### config.mk
export PLATFORM = sky130hd
export DESIGN_NAME = xcvr_if_top
export DESIGN_NICKNAME = d
export VERILOG_FILES = /design/src/core/xcvr_pkg.sv /design/src/core/word_if.sv /design/src/core/pair_buf.sv /design/src/core/biphase_tx.sv /design/src/core/xcvr_if_top.sv
export VERILOG_INCLUDE_DIRS = /design/src /design/src/core
export SDC_FILE = /design/constraint.sdc
export NUM_CORES = 1
export LEC_CHECK = 0
export ABC_CLOCK_PERIOD_IN_PS = 5800
export BUFFER_PORTS_ARGS = -buffer_cell sky130_fd_sc_hd__buf_2
export CORE_MARGIN = 3
export CORE_UTILIZATION = 42
export DETAILED_ROUTE_END_ITERATION = 10
export PLACE_DENSITY = 0.55
export SYNTH_ARGS = -nofsm -noshare
export SYNTH_HDL_FRONTEND = slang
export SYNTH_SLANG_ARGS = --single-unit
### constraint.sdc
create_clock -name pclk -period 5.8 [get_ports pclk]
set_input_delay 0.29 -clock pclk [delete_from_list [all_inputs] [get_ports pclk]]
set_output_delay 0.29 -clock pclk [all_outputs]
set_load 0.01 [all_outputs]
### src/core/xcvr_consts.svh
`ifndef XCVR_CONSTS_SVH
`define XCVR_CONSTS_SVH

`define CLK_MHZ      100
`define HALF_BIT_NS  500
`define HALF_CYC     ((`HALF_BIT_NS * `CLK_MHZ) / 1000)
`define SYNC_CYC     (3 * `HALF_CYC)
`define SYNC_TOL_NS  100
`define SYNC_TOL     ((`SYNC_TOL_NS * `CLK_MHZ) / 1000)
`define HALVES       40
`define LAST_BIT     5'h10
`define SYNC_CMD     6'h38
`define SYNC_DAT     6'h07

`define OFF_CTRL     8'h00
`define OFF_STAT     8'h04
`define OFF_TXA      8'h08
`define OFF_TXB      8'h0c
`define OFF_RXA      8'h10
`define OFF_RXB      8'h14

`define CTRL_RST     2'h0
`define PIN_RST      7'h07
`define PIN_STYLE    0
`define PIN_BLK      1
`define PIN_RX       3

`endif

### src/core/xcvr_pkg.sv
package xcvr_pkg;

  typedef struct packed {
    logic        cmd_sync;
    logic [15:0] data;
  } tx_word_t;

  typedef struct packed {
    logic        err;
    logic        cmd_sync;
    logic [15:0] data;
  } rx_word_t;

  typedef enum logic [1:0] {RX_HUNT, RX_SYNC2, RX_BITS} rx_state_t;

  typedef enum logic [2:0] {
    SEL_CTRL, SEL_STAT, SEL_TXA, SEL_TXB, SEL_RXA, SEL_RXB, SEL_NONE
  } reg_sel_t;

endpackage

### src/core/word_if.sv
`timescale 1ns/1ps
`default_nettype none
interface word_if #(parameter int W = 17);
  logic         valid;
  logic         ready;
  logic [W-1:0] data;
  modport src (output valid, output data, input ready);
  modport snk (input valid, input data, output ready);
endinterface
`default_nettype wire

### src/core/pair_buf.sv
`timescale 1ns/1ps
`default_nettype none
module pair_buf #(
  parameter int W     = 17,
  parameter int DEPTH = 2
) (
  input wire logic pclk,
  input wire logic presetn,
  word_if.snk      up,
  word_if.src      dn
);
  localparam int AW = (DEPTH > 1) ? $clog2(DEPTH) : 1;

  typedef struct packed {
    logic [DEPTH-1:0][W-1:0] mem;
    logic [AW-1:0]           wp;
    logic [AW-1:0]           rp;
    logic [AW:0]             cnt;
  } buf_st_t;

  buf_st_t s_reg;
  buf_st_t s_next;
  logic    push;
  logic    pop;

  function automatic logic [AW-1:0] step(input logic [AW-1:0] p);
    return (p == AW'(DEPTH - 1)) ? '0 : p + 1'b1;
  endfunction

  assign up.ready = (s_reg.cnt != (AW+1)'(DEPTH));
  assign dn.valid = (s_reg.cnt != '0);
  assign dn.data  = s_reg.mem[s_reg.rp];
  assign push     = up.valid && up.ready;
  assign pop      = dn.valid && dn.ready;

  always_comb begin
    s_next = s_reg;
    if (push) begin
      s_next.mem[s_reg.wp] = up.data;
      s_next.wp            = step(s_reg.wp);
    end
    if (pop) begin
      s_next.rp = step(s_reg.rp);
    end
    s_next.cnt = s_reg.cnt + (AW+1)'(push) - (AW+1)'(pop);
  end

  always_ff @(posedge pclk or negedge presetn) begin
    if (!presetn) begin
      s_reg <= '0;
    end else begin
      s_reg <= s_next;
    end
  end
endmodule
`default_nettype wire

### src/core/biphase_tx.sv
`timescale 1ns/1ps
`default_nettype none
`include "xcvr_consts.svh"
module biphase_tx (
  input  wire logic  pclk,
  input  wire logic  presetn,
  input  wire logic  en,
  input  wire logic  block_in,
  word_if.snk        src,
  output logic [1:0] line_out,
  output logic       block_out,
  output logic       busy
);
  import xcvr_pkg::*;

  typedef struct packed {
    logic               act;
    logic [`HALVES-1:0] pat;
    logic [5:0]         half;
    logic [7:0]         tick;
    logic [1:0]         line;
    logic               blk;
  } tx_st_t;

  localparam tx_st_t RST = '{act: 1'b0, pat: '0, half: '0, tick: '0, line: 2'b00, blk: 1'b1};

  tx_st_t   s_reg;
  tx_st_t   s_next;
  tx_word_t w;
  logic     tick_end;
  logic     last;
  logic     take;

  // Sync, 16 data halves pairs, odd parity; a one is high then low
  function automatic logic [`HALVES-1:0] frame(input tx_word_t wd);
    logic [`HALVES-1:0] f;
    f = {(wd.cmd_sync ? `SYNC_CMD : `SYNC_DAT), 34'h0};
    for (int i = 0; i < 16; i++) begin
      f[33 - 2*i] = wd.data[15 - i];
      f[32 - 2*i] = ~wd.data[15 - i];
    end
    f[1] = ~^wd.data;
    f[0] = ^wd.data;
    return f;
  endfunction

  assign w         = tx_word_t'(src.data);
  assign tick_end  = (s_reg.tick == 8'(`HALF_CYC - 1));
  assign last      = s_reg.act && tick_end && (s_reg.half == 6'(`HALVES - 1));
  assign take      = src.valid && src.ready;
  assign src.ready = en && !block_in && (!s_reg.act || last); // [RL3]
  assign line_out  = s_reg.line;
  assign block_out = s_reg.blk;
  assign busy      = s_reg.act;

  always_comb begin
    s_next = s_reg;
    if (s_reg.act) begin
      s_next.tick = tick_end ? 8'h00 : s_reg.tick + 8'h01;
      if (tick_end) begin
        s_next.pat  = {s_reg.pat[`HALVES-2:0], 1'b0};
        s_next.half = s_reg.half + 6'h01;
      end
      if (last) begin
        s_next.act = 1'b0;
      end
    end
    // Next word follows with no dead time
    if (take) begin
      s_next.act  = 1'b1;
      s_next.pat  = frame(w);
      s_next.half = 6'h00;
      s_next.tick = 8'h00;
    end
    if (block_in) begin
      s_next.act = 1'b0; // [RL3] [RL9]
    end
    s_next.line = s_next.act ? {~s_next.pat[`HALVES-1], s_next.pat[`HALVES-1]} : 2'b00; // [RL5]
    s_next.blk  = !s_next.act; // [RL4]
  end

  always_ff @(posedge pclk or negedge presetn) begin
    if (!presetn) begin
      s_reg <= RST;
    end else begin
      s_reg <= s_next;
    end
  end
endmodule
`default_nettype wire

### src/core/xcvr_if_top.sv
// The APB register port and the register offsets are this design's own decisions.
`timescale 1ns/1ps
`default_nettype none
`include "xcvr_consts.svh"
// What this block and its integrator do
// RL1: Strap low makes the decoder take single-ended receive lines.
// RL2: Strap high makes the decoder take double-ended biphase receive pairs.
// RL3: Per channel, low inhibit input enables transmit, high forces it off.
// RL4: Inhibit output is high whenever the channel is not transmitting.
// RL5: Outgoing words leave as biphase transmit data on an output pair.
// RL6: Biphase receive data is taken on an input pair per channel.
// RL7: Loop pairs are joined for internal transceivers, split for external ones.
// RL8: Integrator routes each inhibit output to the external transceiver's inhibit.
// RL9: While inhibit input is high, transmit pair idles and inhibit output stays high.
module xcvr_if_top #(
  parameter int BUF_DEPTH = 2
) (
  input  wire logic        pclk,
  input  wire logic        presetn,
  input  wire logic [7:0]  paddr,
  input  wire logic        psel,
  input  wire logic        penable,
  input  wire logic        pwrite,
  input  wire logic [31:0] pwdata,
  output logic      [31:0] prdata,
  output logic             pready,
  output logic             pslverr,
  input  wire logic        decoder_input_style_strap,
  input  wire logic        chan_a_xmit_block_in,
  input  wire logic        chan_b_xmit_block_in,
  output logic             chan_a_xmit_block_out,
  output logic             chan_b_xmit_block_out,
  output logic      [1:0]  chan_a_tx_line_out,
  output logic      [1:0]  chan_b_tx_line_out,
  input  wire logic [1:0]  chan_a_rx_line_in,
  input  wire logic [1:0]  chan_b_rx_line_in
);
  import xcvr_pkg::*;

  localparam int TXW = $bits(tx_word_t);

  typedef struct packed {
    logic [6:0]       s1;
    logic [6:0]       s2;
    logic [6:0]       s3;
    logic [6:0]       f;
    logic [1:0]       ctrl;
    logic [31:0]      prdata;
    logic             pready;
    logic             pslverr;
    rx_state_t [1:0]  rxs;
    logic [1:0][7:0]  run;
    logic [1:0][7:0]  tmr;
    logic [1:0][4:0]  nb;
    logic [1:0][16:0] sh;
    logic [1:0]       first;
    logic [1:0]       cmd;
    logic [1:0]       err;
    logic [1:0]       prev;
    logic [1:0]       prev_ok;
    rx_word_t [1:0]   rxw;
    logic [1:0]       rxv;
    logic [1:0]       ovr;
    logic [1:0]       fresh;
  } top_st_t;

  localparam top_st_t RST = '{s1: `PIN_RST, s2: `PIN_RST, s3: `PIN_RST, f: `PIN_RST,
                              ctrl: `CTRL_RST, rxs: {RX_HUNT, RX_HUNT}, default: '0};

  top_st_t         s_reg;
  top_st_t         s_next;
  reg_sel_t        sel;
  logic            acc;
  logic            done;
  logic            go;
  logic            style;
  logic [6:0]      agree;
  logic [1:0]      lvl;
  logic [1:0]      ok;
  logic [1:0]      pop;
  logic [1:0]      fin;
  logic [1:0]      tx_push;
  logic [1:0]      tx_rdy;
  logic [1:0]      tx_busy;
  logic [1:0]      blk_o;
  logic [1:0][1:0] line_o;
  logic [16:0]     nsh;

  function automatic reg_sel_t decode(input logic [7:0] a);
    case (a)
      `OFF_CTRL: decode = SEL_CTRL;
      `OFF_STAT: decode = SEL_STAT;
      `OFF_TXA:  decode = SEL_TXA;
      `OFF_TXB:  decode = SEL_TXB;
      `OFF_RXA:  decode = SEL_RXA;
      `OFF_RXB:  decode = SEL_RXB;
      default:   decode = SEL_NONE;
    endcase
  endfunction

  assign sel   = decode(paddr);
  assign acc   = psel && penable;
  assign done  = acc && s_reg.pready;
  assign style = s_reg.f[`PIN_STYLE];
  // Stall a transmit write while that channel's buffer is full
  assign go    = !(pwrite && ((sel == SEL_TXA && !tx_rdy[0]) || (sel == SEL_TXB && !tx_rdy[1])));
  assign agree = ~(s_reg.s2 ^ s_reg.s3);

  assign prdata                = s_reg.prdata;
  assign pready                = s_reg.pready;
  assign pslverr               = s_reg.pslverr;
  assign chan_a_tx_line_out    = line_o[0];
  assign chan_b_tx_line_out    = line_o[1];
  assign chan_a_xmit_block_out = blk_o[0];
  assign chan_b_xmit_block_out = blk_o[1];

  always_comb begin
    s_next  = s_reg;
    tx_push = 2'b00;
    pop     = 2'b00;
    fin     = 2'b00;
    lvl     = 2'b00;
    ok      = 2'b00;
    nsh     = '0;
    s_next.s1 = {chan_b_rx_line_in, chan_a_rx_line_in, chan_b_xmit_block_in,
                 chan_a_xmit_block_in, decoder_input_style_strap};
    s_next.s2 = s_reg.s1;
    s_next.s3 = s_reg.s2;
    s_next.f  = (agree & s_reg.s3) | (~agree & s_reg.f);

    s_next.pready  = acc && !s_reg.pready && go;
    s_next.pslverr = s_next.pready && (sel == SEL_NONE);
    if (s_next.pready) begin
      case (sel)
        SEL_CTRL: s_next.prdata = {30'h0, s_reg.ctrl};
        SEL_STAT: s_next.prdata = {23'h0, s_reg.ovr, s_reg.rxv, tx_busy, s_reg.f[2:1], style};
        SEL_RXA: begin
          s_next.prdata   = {12'h0, s_reg.ovr[0], s_reg.rxv[0], s_reg.rxw[0]};
          s_next.fresh[0] = 1'b0;
        end
        SEL_RXB: begin
          s_next.prdata   = {12'h0, s_reg.ovr[1], s_reg.rxv[1], s_reg.rxw[1]};
          s_next.fresh[1] = 1'b0;
        end
        default: s_next.prdata = 32'h0;
      endcase
    end
    if (done && !s_reg.pslverr) begin
      case (sel)
        SEL_CTRL: begin
          if (pwrite) begin
            s_next.ctrl = pwdata[1:0];
          end
        end
        SEL_TXA: tx_push[0] = pwrite;
        SEL_TXB: tx_push[1] = pwrite;
        SEL_RXA: pop[0] = !pwrite;
        SEL_RXB: pop[1] = !pwrite;
        default: ;
      endcase
    end

    for (int c = 0; c < 2; c++) begin
      // A word that landed after the read was captured survives the pop
      if (pop[c] && !s_reg.fresh[c]) begin
        s_next.rxv[c] = 1'b0;
        s_next.ovr[c] = 1'b0;
      end
      lvl[c] = s_reg.f[`PIN_RX + 2*c];
      ok[c]  = !style || (s_reg.f[`PIN_RX + 2*c] ^ s_reg.f[`PIN_RX + 2*c + 1]); // [RL1] [RL2]
      nsh    = {s_reg.sh[c][15:0], s_reg.first[c]};
      case (s_reg.rxs[c])
        RX_HUNT: begin
          if (!ok[c]) begin
            s_next.run[c] = 8'h00;
          end else if (lvl[c] == s_reg.prev[c]) begin
            s_next.run[c] = (s_reg.run[c] == 8'hff) ? 8'hff : s_reg.run[c] + 8'h01;
          end else begin
            if (s_reg.prev_ok[c] && s_reg.run[c] >= 8'(`SYNC_CYC - `SYNC_TOL) &&
                s_reg.run[c] <= 8'(`SYNC_CYC + `HALF_CYC)) begin
              s_next.rxs[c] = RX_SYNC2;
              s_next.cmd[c] = s_reg.prev[c];
              s_next.tmr[c] = 8'h00;
              s_next.err[c] = 1'b0;
            end
            s_next.run[c] = 8'h00;
          end
        end
        RX_SYNC2: begin
          s_next.tmr[c] = s_reg.tmr[c] + 8'h01;
          if (s_reg.tmr[c] == 8'(`SYNC_CYC / 2) && (lvl[c] == s_reg.cmd[c] || !ok[c])) begin
            s_next.rxs[c] = RX_HUNT; // [RL6]
          end else if (s_reg.tmr[c] == 8'(`SYNC_CYC - 1)) begin
            s_next.rxs[c] = RX_BITS;
            s_next.tmr[c] = 8'h00;
            s_next.nb[c]  = 5'h00;
          end
        end
        RX_BITS: begin
          s_next.tmr[c] = (s_reg.tmr[c] == 8'(2 * `HALF_CYC - 1)) ? 8'h00 : s_reg.tmr[c] + 8'h01;
          if (s_reg.tmr[c] == 8'(`HALF_CYC / 2)) begin
            s_next.first[c] = lvl[c];
            s_next.err[c]   = s_reg.err[c] || !ok[c];
          end else if (s_reg.tmr[c] == 8'(`HALF_CYC + `HALF_CYC / 2)) begin
            // Both halves equal is a biphase violation
            s_next.err[c] = s_reg.err[c] || !ok[c] || (lvl[c] == s_reg.first[c]);
            s_next.sh[c]  = nsh;
            s_next.nb[c]  = s_reg.nb[c] + 5'h01;
            if (s_reg.nb[c] == `LAST_BIT) begin
              fin[c]        = 1'b1;
              s_next.rxs[c] = RX_HUNT;
              s_next.run[c] = 8'h00;
            end
          end
        end
        default: s_next.rxs[c] = RX_HUNT;
      endcase
      s_next.prev[c]    = lvl[c];
      s_next.prev_ok[c] = ok[c];
      if (fin[c]) begin
        s_next.rxw[c] = '{err: s_next.err[c] || !(^nsh), cmd_sync: s_reg.cmd[c],
                          data: nsh[16:1]}; // [RL6]
        s_next.ovr[c]   = s_next.ovr[c] || s_next.rxv[c];
        s_next.rxv[c]   = 1'b1;
        s_next.fresh[c] = 1'b1;
      end
    end
  end

  always_ff @(posedge pclk or negedge presetn) begin
    if (!presetn) begin
      s_reg <= RST;
    end else begin
      s_reg <= s_next;
    end
  end

  word_if #(.W(TXW)) txin [2] ();
  word_if #(.W(TXW)) txout [2] ();

  generate
    for (genvar c = 0; c < 2; c++) begin : g_ch
      assign txin[c].valid = tx_push[c];
      assign txin[c].data  = pwdata[TXW-1:0];
      assign tx_rdy[c]     = txin[c].ready;

      pair_buf #(
        .W     (TXW),
        .DEPTH (BUF_DEPTH)
      ) u_buf (
        .pclk    (pclk),
        .presetn (presetn),
        .up      (txin[c]),
        .dn      (txout[c])
      );

      biphase_tx u_tx (
        .pclk      (pclk),
        .presetn   (presetn),
        .en        (s_reg.ctrl[c]),
        .block_in  (s_reg.f[`PIN_BLK + c]), // [RL3]
        .src       (txout[c]),
        .line_out  (line_o[c]), // [RL5]
        .block_out (blk_o[c]),
        .busy      (tx_busy[c])
      );
    end
  endgenerate
endmodule
`default_nettype wire

* After elaboration in Yosys (flattened, before gate mapping) *
Index checks and enable logic that the tools add are counted.

word-level totals
  output and inout bits = 40
  flip-flop bits (word level) = 386
  input port bits = 52
  logic and storage cells = 427

cells by class
  reduce and logical (&&, ||, !) cells = 110
  equality and inequality tests = 57
  $lt $le $gt $ge = 10
  mux-type cells = 127
  $add $sub $neg = 18
  bitwise logic cells = 46

operator list
  operator                                             count
  two-way mux 55 bit                                   4
  two-way mux 8 bit                                    26
  two-way mux 17 bit                                   6
  two-way mux 46 bit                                   2
  one-hot mux 20 bit (4 select lines)                  1
  bitwise mux 34 bit                                   2
  adder 8 x 1 -> 8 bit, second input constant          6
  one-hot mux 8 bit (3 select lines)                   2
  two-way mux 1 bit                                    42
  two-way mux 2 bit                                    21
  two-way mux 5 bit                                    8
  inverter 1 bit                                       38
  inequality test 2 bit, second input constant         18
  demux 17 bit (select 1 bit)                          2
  parity 17 bit                                        2
  equality test 8 x 5 -> 1 bit, second input constant  4
  equality test 8 x 7 -> 1 bit, second input constant  4
  equality test 8 bit, second input constant           4
  one-hot mux 8 bit (2 select lines)                   2
  XNOR reduction 16 bit                                2
  parity 16 bit                                        2
  logical AND 1 bit                                    31
  nonzero test 2 bit                                   14
  AND reduction 4 bit                                  6
  41 further kinds                                     119

* Depth between registers and ports, before layout *
Gate-level depths: netlist (run 1).

  word-level depth = 10
  gate-level depth with buffers = 14
  gate-level depth less buffers = 12

* Cells and area by module *
Synthesis (run 1) repeated with hierarchy kept, for this count alone.

second synthesis, totals
  cell total of the unflattened synthesis = 1,565
  area, all modules = 17,968.5 sq um

by module, submodules not included
  module                     cells an instance  times used  area each (sq um)
  xcvr_if_top                819                1           8,769.7
  pair_buf                   113                2           1,747.9
  biphase_tx (g_ch[1].u_tx)  260                1           2,859.0
  biphase_tx (g_ch[0].u_tx)  260                1           2,844.0

* Worst setup path after synthesis (run 1) *
OpenSTA, ideal clock, no wires.

  path type = reg-to-reg
  from = reg g_ch[0].u_tx.s_reg[11] (netlist name)
  to = reg g_ch[0].u_buf.s_reg[1] (netlist name)
  clock period less this slack = 2.594 ns
  required time = 5.720 ns
  buffers on the path = 3
  library setup time = 0.080 ns
  path slack = 3.206 ns
  arrival time = 2.514 ns
  cell stages (with the launch flop) = 14
  path through = dfrtp_1 > ha_1 > nor4bb_1 > a41oi_1 > or2_2 > clkbuf_1 > inv_1 > buf_2 > buf_2 > ha_1 > inv_1 > ha_1 > xnor2_1 > xnor2_1

RTL lines
  element                 RTL line          source
  start, declared         biphase_tx.sv:27  tx_st_t s_reg;
  start signal, assigned  biphase_tx.sv:86  s_reg <= s_next;
  end signal, assigned    pair_buf.sv:52    s_reg <= s_next;
  end, declared           pair_buf.sv:21    buf_st_t s_reg;

==> results.py, run 1 <==
metrics = {
    "logic_synthesis": {
        "synth_warnings": 0,
        "synth_common_cells": "dfrtp_1, nand2_1, mux2_2",
        "netlist_area_sq_mm": 0.0174,
        "synth_edf_count": 0,
        "synthArstFlopShare_pct": 100,
        "synth_most_common_cell": "dfrtp_1",
        "synth_top_area_share_pct": 51.6,
        "ys_types": 71,
        "synthCells": 1557,
        "ys_ff_latch": 374,
        "synth_largest_area_cell": "dfrtp_1",
        "synth-seq-area-share_pct": 53.8,
        "ys.flop_type": "dfrtp_1",
        "synth_area_per_cell_sq_um": 11.2,
        "synth_area_leaders": "dfrtp_1, mux2_2, xnor2_1",
    },
    "timing": {
        "slew_viol_final": 0,
        "worst_clock_skew_ps": 8.35,
        "tns_ps": 0,
        "max_slew_margin_pct": 31.6,
        "hold_viol": 0,
        "min_period_ps": 3560,
        "setup_viol": 0,
        "rsz0062_at_grt": "no",
        "fin_crit_sh_pct": 61.5,
        "timing_worst_slew_pin_value_ps": 1020,
        "fmax_mhz": 281,
    },
    "placement": {
        "placed_area_sq_mm": 0.0181,
        "gp_congestion": 0.800,
        "dp_hpwl_microns": 23700,
        "numPortBuffers": 64,
    },
    "clock_network": {
        "cts_tree": "yes",
        "cts-root-buf": "clkbuf_16",
        "cts_resized": 0,
        "cts.clk_slew.worst_paths_ps": 60,
        "clkSinkCount": 374,
        "clock_latency_ps": 540,
        "numCtsBuffers": 41,
        "cts_max_level": 2,
        "clockBufferDepth": 3,
    },
    "power_and_ir_drop": {
        "p_clk_share_pct": 48.7,
        "p_int_uw": 4460,
        "irDropWorstVdd_mv": 0.146,
        "p_leak_uw": 0.00912,
        "power.density_mw_per_mm2": 291,
        "p_sw_share_pct": 21.9,
        "switchingPower_uw": 1250,
        "p_comb_share_pct": 4.0,
        "p_seq_share_pct": 47.3,
    },
    "routing": {
        "via_count": 11500,
        "first_iter_violations": 799,
        "postRouteAntennaNets": 0,
        "first_pass_iters": 5,
        "drc_errors": 0,
        "routed_wl_microns": 36300,
        "post_drt_wl_per_cell_microns": 16.8,
        "avgViaCountPerCell": 5.34,
    },
    "finish": {
        "design_area_sq_mm": 0.0196,
        "fin_nets": 1675,
        "syn_to_final_growth_pct": 12.4,
        "utilization_pct": 47.9,
        "largest_register_ffs": 122,
        "antenna_cells": 0,
        "drive_gt1_share_pct": 19.3,
    },
    "grt": {
        "grtUsageTotal_pct": 16.8,
        "grt_max_degree": 168,
        "grt_pass1_vias": 11500,
        "overflow": 0,
        "grt_pass1_wl_microns": 61500,
        "antenna_found_initial": 3,
    },
    "critical_path": {
        "crit_type": "reg2reg",
        "end_kind": "flop",
        "critPathMaxFanout": 53,
        "cp_data_arrival_time_ps": 4030,
        "crit_required_ps": 6260,
        "cp-start-kind": "flop",
    },
    "floorplan": {
        "initial_core_util_pct": 42.6,
        "die_y_microns": 210,
        "die_w_microns": 210,
        "ios": 92,
        "die-area_sq_mm": 0.0440,
        "rows": 74,
        "core_sq_mm": 0.0409,
    },
    "run_status": {
        "status": "completed",
    },
    "min_path": {
        "hp-class": "in2reg",
    },
    "job": {
        "max-cap-violations": 0,
    },
}
==> per-layer routing <==
layer / track usage, % / vias to the layer above / wire [microns]
met5: 0 / - / 23
met4: 3.65 / 4 / 583
met3: 3.77 / 51 / 1590
met2: 24.6 / 168 / 15600
met1: 25.6 / 5734 / 18500
li1: - / 5547 / -
==> critical path, cell delays in order (launching register included) <==
cell	delay [ps]
dfrtp_1	420
ha_1	210
and3_1	200
a41oi_1	280
or2_2	760
inv_1	630
ha_1	470
inv_1	40
ha_1	170
xnor2_1	160
xnor2_1	130
==> final cells by class <==
cell class	instances	area, sq um
inverters	59	223
clock inverters	16	263
flip-flops and latches	374	9380
repair buffers	91	568
multi-input cells	1027	7330
clock buffers	57	1180
well taps	532	666
fillers	3754	21300
==> kinds of logic after synthesis <==
group	count (synthesis)	share of synthesized area [%]
simple gates	404	11.1
flops	374	53.8
compound gates	290	11.5
mux	177	11.1
buf+inv	167	4.59
xor+xnor	108	5.42
fa+ha+maj	36	2.48
other cells	1	0.0215
==> layout by cell type (no fill, tap or decap), drive strengths merged, types with 37 or more instances in the layout <==
cell type | netlist | routed
nor2 | 96 | 96
mux2i | 47 | 47
nand3 | 45 | 45
xnor2 | 68 | 68
a21oi | 52 | 52
o21ai | 67 | 67
mux2 | 130 | 130
inv | 58 | 58
xor2 | 40 | 40
a221o | 37 | 37
dfrtp | 360 | 360
clkbuf | 45 | 57
and3 | 37 | 37
nand2 | 142 | 142
buf | 63 | 82
==> power by group through the flow <==
stage	clock, uW	combinational [uW]	sequential [uW]
after floorplan	0	146	2730
after global placement	0	224	2750
after detailed placement	0	230	2750
after CTS	2870	236	2700
after global routing	2990	265	2710
final	2780	229	2700
==> timing repair <==
action                    in CTS  in global routing
hold endpoints to repair     102                  0
buffers inserted               0                  0
hold buffers                   9                  0
==> stage by stage <==
| stage | cells | setup slack (ps) | total power, uW | hold slack (ps) |
|---|---|---|---|---|
| finish | 2156 | 2240 | 5710 | 32.5 |
| global route | 2156 | 1950 | 5960 | 14.4 |
| CTS | 2156 | 2220 | 5810 | 0.207 |
| detailed placement | 2074 | 2270 | 2980 | 336 |
| global placement | 2074 | 2280 | 2970 | 333 |
| floorplan | 1568 | 3210 | 2880 | -5.59 |
==> worst paths after layout <==
path,from,endpoint,slack [ps],depth (start not counted)
hold reg to reg,s_next[186],s_next[179],350,0
max in group asynchronous,presetn,g_ch[0].u_buf.s_reg[27],4090,3
min in group asynchronous,presetn,s_reg[124],310,2
setup reg to reg,g_ch[0].u_tx.s_reg[3],g_ch[0].u_buf.s_reg[1],2240,10
setup / recovery,g_ch[0].u_tx.s_reg[3],g_ch[0].u_buf.s_reg[1],2240,10
hold / removal,pwdata[7],g_ch[1].u_buf.s_reg[11],30,2
Power figures use the tool's default switching activity.
==> run 2, diff against run 1 <==
--- a/config.mk
+++ b/config.mk
@@ -6,12 +6,12 @@
 export SDC_FILE = /design/constraint.sdc
 export NUM_CORES = 1
 export LEC_CHECK = 0
-export ABC_CLOCK_PERIOD_IN_PS = 5800
+export ABC_CLOCK_PERIOD_IN_PS = 3100
 export BUFFER_PORTS_ARGS = -buffer_cell sky130_fd_sc_hd__buf_2
 export CORE_MARGIN = 3
 export CORE_UTILIZATION = 42
 export DETAILED_ROUTE_END_ITERATION = 10
-export PLACE_DENSITY = 0.55
+export PLACE_DENSITY = 0.58
 export SYNTH_ARGS = -nofsm -noshare
 export SYNTH_HDL_FRONTEND = slang
 export SYNTH_SLANG_ARGS = --single-unit
==> constraint.sdc (replaced) <==
create_clock -name pclk -period 3.1 [get_ports pclk]
set_input_delay 0.155 -clock pclk [delete_from_list [all_inputs] [get_ports pclk]]
set_output_delay 0.155 -clock pclk [all_outputs]
set_load 0.01 [all_outputs]
==> run 2 against run 1 <==
  * Non-clock buffer count grew 37
  * Cell count up 2.0%
  * Sequential power is 87% higher
  * Register-to-register slack worse by 1900 ps
  * Global-route usage hardly changed
  * Cell area is 2.1% higher
  * Fmax grew 31%
  * Count of clock-buffer cells in the layout increased by 9
  * First-iteration DRC count down 7.1%
  * Critical path depth up 2
  * Via count grew 1.5%
  * Critical path type unchanged
  * Largest cell class unchanged
  * Largest power group unchanged
  * Highest routed layer is now met4
==> results.py, run 2 (same netlist as run 1, synthesis figures left out) <==
metrics = {
    "power_and_ir_drop": {
        "power.density_mw_per_mm2": 531,
        "p_seq_share_pct": 47.6,
        "p_leak_uw": 0.00932,
        "p_clk_share_pct": 48.0,
        "p_sw_share_pct": 22.3,
        "p_int_uw": 8260,
        "irDropWorstVdd_mv": 0.382,
        "switchingPower_uw": 2370,
        "p_comb_share_pct": 4.4,
    },
    "grt": {
        "grt_pass1_wl_microns": 61700,
        "grt_max_degree": 83,
        "antenna_found_initial": 3,
        "overflow": 0,
        "grtUsageTotal_pct": 16.8,
        "grt_pass1_vias": 11700,
    },
    "routing": {
        "avgViaCountPerCell": 5.31,
        "wl_met1_microns": 17700,
        "drc_errors": 0,
        "top_layer": "met4",
        "via_count": 11700,
        "routed_wl_microns": 36400,
        "first_pass_iters": 5,
        "wl_met2_microns": 16800,
        "post_drt_wl_per_cell_microns": 16.5,
        "postRouteAntennaNets": 0,
        "first_iter_violations": 742,
        "wl_met3_microns": 1210,
    },
    "run_status": {
        "status": "completed",
    },
    "timing": {
        "worst_clock_skew_ps": 16.3,
        "tns_ps": 0,
        "slew_viol_final": 0,
        "max_slew_margin_pct": 43.5,
        "hold_viol": 0,
        "fin_crit_sh_pct": 87.8,
        "rsz0062_at_grt": "no",
        "worst_hold_slack_ps": 110,
        "fmax_mhz": 367,
        "timing_worst_slew_pin_value_ps": 846,
        "setup_viol": 0,
        "min_period_ps": 2720,
    },
    "clock_network": {
        "cts.clk_slew.worst_paths_ps": 60,
        "clock_latency_ps": 560,
        "cts_resized": 0,
        "cts-root-buf": "clkbuf_16",
        "clkSinkCount": 374,
        "postCtsHoldBufs": 29,
        "numCtsBuffers": 42,
        "cts_max_level": 2,
        "clockBufferDepth": 3,
        "cts_setup_buffers": 0,
        "cts_tree": "yes",
    },
    "placement": {
        "dp_hpwl_microns": 24200,
        "numPortBuffers": 64,
        "dp_cells": 2091,
        "gp_congestion": 0.812,
    },
    "floorplan": {
        "ios": 92,
        "die_w_microns": 210,
        "rows": 74,
        "initial_core_util_pct": 42.6,
        "die_y_microns": 210,
        "core_sq_mm": 0.0409,
        "die-area_sq_mm": 0.0440,
    },
    "job": {
        "max-cap-violations": 0,
    },
    "finish": {
        "largest_register_ffs": 122,
        "fin_nets": 1713,
        "final_common_cell": "dfrtp_1",
        "syn_to_final_growth_pct": 14.7,
        "fin_cells": 2199,
        "drive_gt1_share_pct": 20.1,
        "layout_common_cells": "dfrtp_1, nand2_1, mux2_2",
    },
    "min_path": {
        "hp-class": "in2reg",
    },
    "critical_path": {
        "crit_required_ps": 3570,
        "cp_data_arrival_time_ps": 3190,
        "worst_path_max_delay_cell": "or3_1",
        "critPathMaxFanout": 10,
        "worst_path_most_repeated_cell": "ha_1",
        "path_cells": "inv_1 -> ha_1 -> or4b_1 -> or3_1 -> o21ai_2 -> nand2b_2 -> clkinv_2 -> ha_1 -> inv_1 -> ha_1 -> xnor2_1 -> xnor2_1",
        "cp-start-kind": "flop",
        "end_kind": "flop",
        "crit_type": "reg2reg",
        "slowest_delay_ps": 460,
    },
}
-- run 2: cell count changes in the layout (fill, tap and decap cells not counted), moves of 4 or more --
cell           delta
bufinv_16         -5
dlygate4sd3_1    +20
buf_4            +13
clkbuf_8          +7
buf_12            +4
-- run 2: power by group through the flow --
stage | sequential, uW | combinational, uW | clock [uW]
after detailed placement | 5150 | 449 | 0
after floorplan | 5110 | 273 | 0
final | 5060 | 464 | 5110
after CTS | 5060 | 479 | 5270
after global routing | 5070 | 533 | 5460
after global placement | 5140 | 438 | 0
-- run 2: through the flow --
stage	worst slack, ps	instance area, sq um	util (%)	total power (uW)
floorplan	506	17500	-	5380
detailed placement	376	18300	44.6	5590
global route	158	20000	48.9	11100
global placement	411	18300	44.6	5580
CTS	351	20000	48.9	10800
finish	378	20000	48.9	10600
-- run 2: final cells by class --
| class | instances | area (sq um) |
|---|---|---|
| clock inverter | 11 | 134 |
| clock buffer | 66 | 1320 |
| tap | 532 | 666 |
| multi-input combinational | 1027 | 7340 |
| antenna | 2 | 5.00 |
| fill | 3734 | 20900 |
| timing repair buffer | 128 | 946 |
| sequential | 374 | 9380 |
| inverter | 59 | 223 |
-- run 2: worst paths after layout --
kind / startpoint / end / slack, ps / cells past startpoint
max reg2reg: g_ch[1].u_tx.s_reg[4] / g_ch[1].u_buf.s_reg[1] / 380 / 12
min in group asynchronous: presetn / s_reg[124] / 190 / 2
max: g_ch[1].u_tx.s_reg[4] / g_ch[1].u_buf.s_reg[1] / 380 / 12
max in group asynchronous: presetn / s_reg[118] / 2000 / 3
min: paddr[4] / prdata[0] / 110 / 4
min reg2reg: s_next[188] / s_next[181] / 350 / 0
-- run 2: critical path: cells and delay by family, from the launching register on --
| kind | cells | cell delay, ps |
|---|---|---|
| xor gates and xnor gates | 2 | 280 |
| buffers and inverters | 3 | 260 |
| AOI/OAI and AO/OA | 1 | 230 |
| DFF | 1 | 400 |
| and+or+nand+nor | 3 | 970 |
| adders and majority gates | 3 | 530 |
-- run 2: layer usage --
layer  global-route usage, %  up-vias
li1                        -     5632
met1                    24.0     5865
met2                    26.7      137
met3                    2.75       39
met4                    4.85        0
met5                       0        -
